--- config.mk ---
export PLATFORM = sky130hd
export DESIGN_NAME = umpc_top
export DESIGN_NICKNAME = d
export VERILOG_FILES = /design/src/hw/umpc_sync3.v /design/src/hw/umpc_top.v
export VERILOG_INCLUDE_DIRS = /design/src /design/src/hw
export SDC_FILE = /design/constraint.sdc
export NUM_CORES = 1
export LEC_CHECK = 0
export ABC_AREA = 1
export BUFFER_PORTS_ARGS = -buffer_cell sky130_fd_sc_hd__buf_4
export CAP_MARGIN = 5
export CORE_ASPECT_RATIO = 1.5
export CORE_MARGIN = 2
export CORE_UTILIZATION = 51
export DETAILED_ROUTE_END_ITERATION = 6
export PLACE_DENSITY = 0.85
export SLEW_MARGIN = 10
export SYNTH_ARGS = -nofsm -noshare
export SYNTH_HDL_FRONTEND = slang
export SYNTH_SLANG_ARGS = --single-unit
export TNS_END_PERCENT = 5
--- constraint.sdc ---
create_clock -name mclk -period 2.28 [get_ports mclk]
set_input_delay 0.114 -clock mclk [delete_from_list [all_inputs] [get_ports mclk]]
set_output_delay 0.114 -clock mclk [all_outputs]
set_load 0.05 [all_outputs]
--- src/hw/umpc_map.vh ---
// register map, field positions and reset values of the serial port mode block
`ifndef UMPC_MAP_VH
`define UMPC_MAP_VH

// ***************************************
// register byte addresses
// ***************************************
`define UMPC_ADDR_MODE      12'h000
`define UMPC_ADDR_STATUS    12'h004
`define UMPC_ADDR_MASK      12'h008
`define UMPC_ADDR_IDLE      12'h00C

// ***************************************
// mode register fields
// ***************************************
`define UMPC_PORT_ON        15
`define UMPC_IDLE_HALT      13
`define UMPC_IR_ON          12
`define UMPC_RTS_STYLE      11
`define UMPC_USAGE_HI       9
`define UMPC_USAGE_LO       8
`define UMPC_WAKE_ON        7
`define UMPC_LOOPBACK       6
`define UMPC_HS_BAUD        3
`define UMPC_MODE_WMASK     16'hBBFF
`define UMPC_MODE_RESET     16'h0000

// ***************************************
// pin usage encodings
// ***************************************
`define UMPC_USE_TXRX       2'b00
`define UMPC_USE_RTS        2'b01
`define UMPC_USE_ALL        2'b10
`define UMPC_USE_BCLK       2'b11

// ***************************************
// status and mask bits
// ***************************************
`define UMPC_EV_WAKE        0
`define UMPC_EV_W           2
`define UMPC_EV_RESET       2'b00

`endif

--- src/hw/umpc_sync3.v ---
// three-stage synchroniser with agreement filter for one pin input
`timescale 1ns/100ps
module umpc_sync3 (
    // clock and reset
    input  wire mclk,
    input  wire rst,
    // pin in, filtered level out
    input  wire pin_in,
    output reg  level
);
    reg s1;
    reg s2;
    reg s3;

    always @(posedge mclk) begin
        if (rst) begin
            s1    <= 1'b1;
            s2    <= 1'b1;
            s3    <= 1'b1;
            level <= 1'b1;
        end else begin
            s1 <= pin_in;
            s2 <= s1;
            s3 <= s2;
            if (s2 == s3) begin
                level <= s3;
            end
        end
    end
endmodule

--- src/hw/umpc_top.v ---
// mode and pin control of an asynchronous serial port, apb slave
//
// Our own choices: the placing of the registers and register access over APB.
`timescale 1ns/100ps
`include "umpc_map.vh"
module umpc_top (
    // clock and reset
    input  wire        mclk,
    input  wire        rst,
    // apb slave
    input  wire        psel,
    input  wire        penable,
    input  wire        pwrite,
    input  wire [11:0] paddr,
    input  wire [31:0] pwdata,
    output wire        pready,
    output reg  [31:0] prdata,
    output wire        pslverr,
    // device power state
    input  wire        dev_idle,
    input  wire        dev_sleep,
    // core serial datapath
    input  wire        core_tx,
    input  wire        core_rts,
    input  wire        core_bclk,
    output reg         core_rx,
    output reg         core_cts,
    output reg         core_run,
    output reg         core_ir_mode,
    output reg         core_rts_simplex,
    // general-purpose latch values for the tx, rts and cts pins
    input  wire        latch_tx,
    input  wire        latch_rts,
    input  wire        latch_cts,
    // pins, output enable low while driven
    input  wire        serial_rx_pin,
    input  wire        clear_to_send_pin,
    output reg         serial_tx_pin,
    output reg         serial_tx_pin_oe_n,
    output reg         request_to_send_pin,
    output reg         request_to_send_pin_oe_n,
    // pin ownership, high where the port owns a pin
    output reg  [3:0]  pin_owned,
    // interrupt
    output reg         irq
);
    reg  [15:0] mode;
    reg  [1:0]  evt;
    reg  [1:0]  evt_mask;
    reg         wake_armed;
    reg         rx_prev;
    reg  [31:0] next_prdata;
    reg         ir_tx;
    reg         ir_rx;
    reg         tx_line;
    wire        rx_lvl;
    wire        cts_lvl;
    wire        port_on;
    wire        idle_halt_sel;
    wire        infrared_codec_on;
    wire        rts_pin_style;
    wire [1:0]  pin_usage_sel;
    wire        wake_on;
    wire        loopback_sel;
    wire        wr;
    wire        rd;
    wire        rx_fall;
    wire        rx_rise;
    wire        use_rts;
    wire        use_cts;
    wire        use_bclk;

    // ***************************************
    // pin synchronisers
    // ***************************************
    umpc_sync3 u_sync_rx (
        .mclk   (mclk),
        .rst    (rst),
        .pin_in (serial_rx_pin),
        .level  (rx_lvl)
    );
    umpc_sync3 u_sync_cts (
        .mclk   (mclk),
        .rst    (rst),
        .pin_in (clear_to_send_pin),
        .level  (cts_lvl)
    );

    assign port_on           = mode[`UMPC_PORT_ON];
    assign idle_halt_sel     = mode[`UMPC_IDLE_HALT];
    assign infrared_codec_on = mode[`UMPC_IR_ON];
    assign rts_pin_style     = mode[`UMPC_RTS_STYLE];
    assign pin_usage_sel     = mode[`UMPC_USAGE_HI:`UMPC_USAGE_LO];
    assign wake_on           = mode[`UMPC_WAKE_ON];
    assign loopback_sel      = mode[`UMPC_LOOPBACK];

    // ***************************************
    // apb access
    // ***************************************
    assign pready  = 1'b1;
    assign pslverr = 1'b0;
    assign wr      = psel & penable & pwrite;
    assign rd      = psel & penable & ~pwrite;
    assign rx_fall = rx_prev & ~rx_lvl;
    assign rx_rise = ~rx_prev & rx_lvl;

    always @* begin
        next_prdata = 32'h0000_0000;
        if (paddr == `UMPC_ADDR_MODE) begin
            next_prdata[15:0] = mode;
        end else if (paddr == `UMPC_ADDR_STATUS) begin
            next_prdata[`UMPC_EV_W-1:0] = evt;
        end else if (paddr == `UMPC_ADDR_MASK) begin
            next_prdata[`UMPC_EV_W-1:0] = evt_mask;
        end else if (paddr == `UMPC_ADDR_IDLE) begin
            next_prdata[0] = core_run;
        end
    end

    always @(posedge mclk) begin
        if (rst) begin
            prdata <= 32'h0000_0000;
        end else if (psel & ~penable & ~pwrite) begin
            prdata <= next_prdata;
        end
    end

    // ***************************************
    // mode register and wake logic
    // ***************************************
    always @(posedge mclk) begin
        if (rst) begin
            mode       <= `UMPC_MODE_RESET;
            wake_armed <= 1'b0;
            rx_prev    <= 1'b1;
        end else begin
            rx_prev <= rx_lvl;
            if (wr && paddr == `UMPC_ADDR_MODE) begin
                mode <= pwdata[15:0] & `UMPC_MODE_WMASK;
                wake_armed <= 1'b0;
            end else if (wake_on && port_on) begin
                if (rx_fall) begin
                    wake_armed <= 1'b1;
                end else if (wake_armed && rx_rise) begin
                    mode[`UMPC_WAKE_ON] <= 1'b0;
                    wake_armed <= 1'b0;
                end
            end
        end
    end

    // ***************************************
    // events and interrupt
    // ***************************************
    always @(posedge mclk) begin
        if (rst) begin
            evt      <= `UMPC_EV_RESET;
            evt_mask <= `UMPC_EV_RESET;
            irq      <= 1'b0;
        end else begin
            if (wr && paddr == `UMPC_ADDR_MASK) begin
                evt_mask <= pwdata[`UMPC_EV_W-1:0];
            end
            // a new event wins over the clear by read
            evt <= ((rd && paddr == `UMPC_ADDR_STATUS) ? `UMPC_EV_RESET : evt)
                   | {1'b0, wake_on & port_on & rx_fall};
            irq <= |(evt & evt_mask);
        end
    end

    // ***************************************
    // run state, codec and loopback
    // ***************************************
    assign use_rts  = pin_usage_sel == `UMPC_USE_RTS || pin_usage_sel == `UMPC_USE_ALL;
    assign use_cts  = pin_usage_sel == `UMPC_USE_ALL;
    assign use_bclk = pin_usage_sel == `UMPC_USE_BCLK;

    always @(posedge mclk) begin
        if (rst) begin
            core_run         <= 1'b0;
            core_ir_mode     <= 1'b0;
            core_rts_simplex <= 1'b0;
            ir_rx            <= 1'b1;
            core_rx          <= 1'b1;
            core_cts         <= 1'b0;
            ir_tx            <= 1'b0;
        end else begin
            core_run         <= port_on & ~(idle_halt_sel & dev_idle) & ~dev_sleep;
            core_ir_mode     <= infrared_codec_on;
            core_rts_simplex <= rts_pin_style;
            // decoder: low pulse on rx line means a zero bit
            ir_rx   <= infrared_codec_on ? ~rx_lvl : rx_lvl;
            core_rx <= loopback_sel ? core_tx : (infrared_codec_on ? ~ir_rx : rx_lvl);
            core_cts <= (use_cts && !loopback_sel) ? cts_lvl : 1'b0;
            // encoder: a zero bit becomes a high pulse, idle line low
            ir_tx   <= infrared_codec_on & ~core_tx;
        end
    end

    // ***************************************
    // pin multiplexing
    // ***************************************
    always @* begin
        tx_line = infrared_codec_on ? ir_tx : core_tx;
    end

    always @(posedge mclk) begin
        if (rst) begin
            serial_tx_pin            <= 1'b1;
            serial_tx_pin_oe_n       <= 1'b1;
            request_to_send_pin      <= 1'b1;
            request_to_send_pin_oe_n <= 1'b1;
            pin_owned                <= 4'h0;
        end else if (!port_on) begin
            serial_tx_pin            <= latch_tx;
            serial_tx_pin_oe_n       <= 1'b0;
            request_to_send_pin      <= latch_rts;
            request_to_send_pin_oe_n <= 1'b0;
            pin_owned                <= 4'h0;
        end else begin
            // loopback holds tx high on the pin
            serial_tx_pin            <= loopback_sel ? 1'b1 : tx_line;
            serial_tx_pin_oe_n       <= 1'b0;
            request_to_send_pin_oe_n <= 1'b0;
            if (use_rts) begin
                request_to_send_pin <= core_rts;
            end else if (use_bclk) begin
                request_to_send_pin <= core_bclk;
            end else begin
                request_to_send_pin <= latch_rts;
            end
            pin_owned <= {use_cts, use_rts | use_bclk, 2'b11};
        end
    end

endmodule

==> key figures <==
Cells and area
  – P&R area growth vs syn: 24.0%
  – Share of cells above drive strength 1: 33.4%
  – Filler cells: 414
  – Nets: 439
  – N_diodes: 0

Floorplan
  – Die Y: 89.0 um
  – Site Rows: 30
  – Core outline area: 4580 um^2
  – Initial Util: 53.7%
  – # IOs: 107
  – Die area: 5400 um^2
  – Die X: 60.7 um

Synthesis
  – Mapped Cells: 310
  – EDFF count, synth: 0
  – Compound-cell area share of the yosys netlist: 11.3%
  – Cell type with the largest total area after synthesis: dfxtp_1
  – Combinational family with the most area after synthesis: simple AND/OR/NAND/NOR gates
  – XOR/XNOR share of the synthesized area: 0%
  – Multiplexer fraction of the synthesized cell area: 0%
  – Yosys warning count: 0
  – Most numerous cell in the Yosys netlist: dfxtp_1
  – Post-synth top cells: dfxtp_1, nand2_1, nor2_1
  – Synth Flop Type: dfxtp_1
  – Syn_area_per_cell: 7.93 um^2
  – Post-synth ARST share: 0%
  – Post-synthesis simple-gate area fraction: 28.1%
  – Synth top area cells: dfxtp_1, nand2_1, buf_4
  – Cell variety after synth: 29
  – Adder-Cell Fraction of Synth Area: 1.53%
  – Synthesized flop and latch total: 55
  – Yosys top cell area share: 44.8%
  – Synth Cell Area: 2460 um^2
  – Post-synthesis sequential area ratio: 44.8%

Timing
  – Max_slew headroom: 41.2%
  – Final Cycle Share: 72.9%
  – Final Worst Setup Slack: 0.617 ns
  – Sum of negative setup slack: 0 ns
  – Fin. max-slew vios: 0
  – Number of failing hold endpoints at the final stage: 0
  – Clock Skews: 0.00951 ns
  – Slew @ Worst Pin: 0.880 ns
  – Top achievable clock speed: 601 MHz
  – Fin crit period: 1.66 ns
  – RSZ-0062 raised after global routing: false
  – Final setup viols: 0

CTS
  – CTS clk-pin slew, worst paths: 0.10 ns
  – Maximum level of the CTS H-tree: 2
  – TritonCTS Sinks: 55
  – CTS buffer count: 5
  – Max Root-Sink Buffers: 2
  – Worst skew pair latency: 0.31 ns
  – Postcts setup bufs: 0
  – Post-CTS sizing: 0
  – CTS tree: done
  – Post-CTS Hold Fix Bufs: 5
  – CTS Root Cell: clkbuf_8

Worst setup path
  – Critical Path End Type: flop
  – CP max FO: 6
  – Critical Path AT: 1.92 ns
  – Crit path launch: mode[15]$_SDFFE_PP0P_
  – R2R setup slack: 0.62 ns
  – Path type of the worst setup path: flop to flop
  – Slowest stage delay, CP: 0.56 ns
  – Worst r2r dst: core_run$_SDFF_PP0_
  – Startpoint types: flop
  – Crit path top cell by count: inv_1
  – Worst reg2reg path depth: 5
  – Req. time, crit path: 2.54 ns
  – Worst R2R Start: mode[15]$_SDFFE_PP0P_
  – CP cell instances: inv_1 -> nor2_1 -> inv_1 -> a211oi_1 -> dlygate4sd3_1
  – Crit path max-delay cell type: dlygate4sd3_1

Global routing
  – All-layer global routing usage: 18.2%
  – Largest net degree at the start of global routing: 35
  – Initial antenna violation count: 0
  – Vias in the first global route: 1844
  – Global route overflow: 0
  – First-pass GRT wire length: 7430 um

Worst hold path
  – Hold Startpoint: pwdata[4]
  – Hold endpoint: mode[4]$_SDFFE_PP0P_
  – Tightest Hold Check Type: input port to flop
  – Hold-critical path depth: 3

Detailed routing
  – Via count: 2037
  – Final wirelength: 4770 um
  – Drc violations: 0
  – DR vias/cell: 4.62
  – Initial detailed-routing violation count: 48
  – WL per Instance: 10.8 um
  – Detail Route Antenna Nets: 0
  – DR pass1 iterations: 4

Pwr
  – Power per standard cell area: 621 nW/um^2
  – Leak pwr: 1.43 nW
  – VDD IR max: 557 uV

Placed design
  – Dpl ws: 0.788 ns
  – Post-DP HPWL: 3460 um
  – Port Buf Inserts: 67
  – Routability cong.: 0.887

Flow run
  – Max Cap Viol: 0

Outcome
  – Status: finished, final reports clean
[cells in the final DEF (no fill, tap or decap), drive strengths merged, types with 6 or more instances in the layout]
cell / count
buf: 70
nand2: 65
dfxtp: 55
nor2: 53
inv: 28
o21ai: 25
conb: 20
a21oi: 19
nand3: 11
or2: 6
[where the power goes]
group          leakage (nW)  switching, mW  total [mW]  internal (mW)
registers             0.447        0.00862       0.987          0.979
logic                 0.930          0.190       0.277         0.0865
clock network        0.0502          0.306       0.628          0.321
[routing by layer]
layer	vias up	track usage, %	routed length, um
met5	-	0	0
met4	0	6.92	97
met3	12	4.05	281
met2	63	34.3	2570
met1	910	18.9	1820
li1	1052	-	-
[state kept, by name, indices dropped and copies added (netlist names), 2 cells and up]
signal / cells
evt_mask: 2
pin_owned: 3
prdata: 14
mode: 14
[metrics by stage]
step                      utilization (%)  hold WS, ns  std cells  area (um^2)  power (mW)
after floorplan                         -        0.142        328         2520        1.22
after global placement               63.1        0.278        429         2890        1.28
after detailed placement             63.1        0.286        429         2890        1.28
after CTS                            66.6       0.0210        441         3050        1.90
after global routing                 66.6       0.0302        441         3050        1.96
final                                66.6       0.0190        441         3050        1.89
[cells by family after synthesis]
family	count (synthesis)
DFF	55
and+or+nand+nor	143
other	2
AOI/OAI and AO/OA	46
adders and majority gates	3
buffers and inverters	61
[final cells by class]
class	count	area, um^2	area share [%]
timing repair buffer	75	576	18.9
clock inverter	2	37.5	1.23
clock buffer	5	68.8	2.26
inverter	28	105	3.45
multi-input combinational	212	1080	35.4
tap	64	80.1	2.63
sequential	55	1100	36.1
[critical path: cells and delay by family (launching register included)]
kind	cells	cell delay, ns
AO/OA/AOI/OAI	1	0.16
AND/OR/NAND/NOR	1	0.20
buffers and inverters	3	0.79
flip-flops	1	0.45
[how the worst max path moves through the flow]
| stage | end | slack (ns) | cells past startpoint |
|---|---|---|---|
| floorplan | prdata[0]$_SDFFE_PP0P_ | 1.15 | 8 |
| global placement | prdata[5]$_SDFFE_PP0P_ | 0.79 | 4 |
| detailed placement | prdata[7]$_SDFFE_PP0P_ | 0.79 | 4 |
| CTS | core_run$_SDFF_PP0_ | 0.61 | 5 |
| global route | core_run$_SDFF_PP0_ | 0.52 | 5 |
| finish | core_run$_SDFF_PP0_ | 0.62 | 5 |
(Power assumes the default switching activity.)
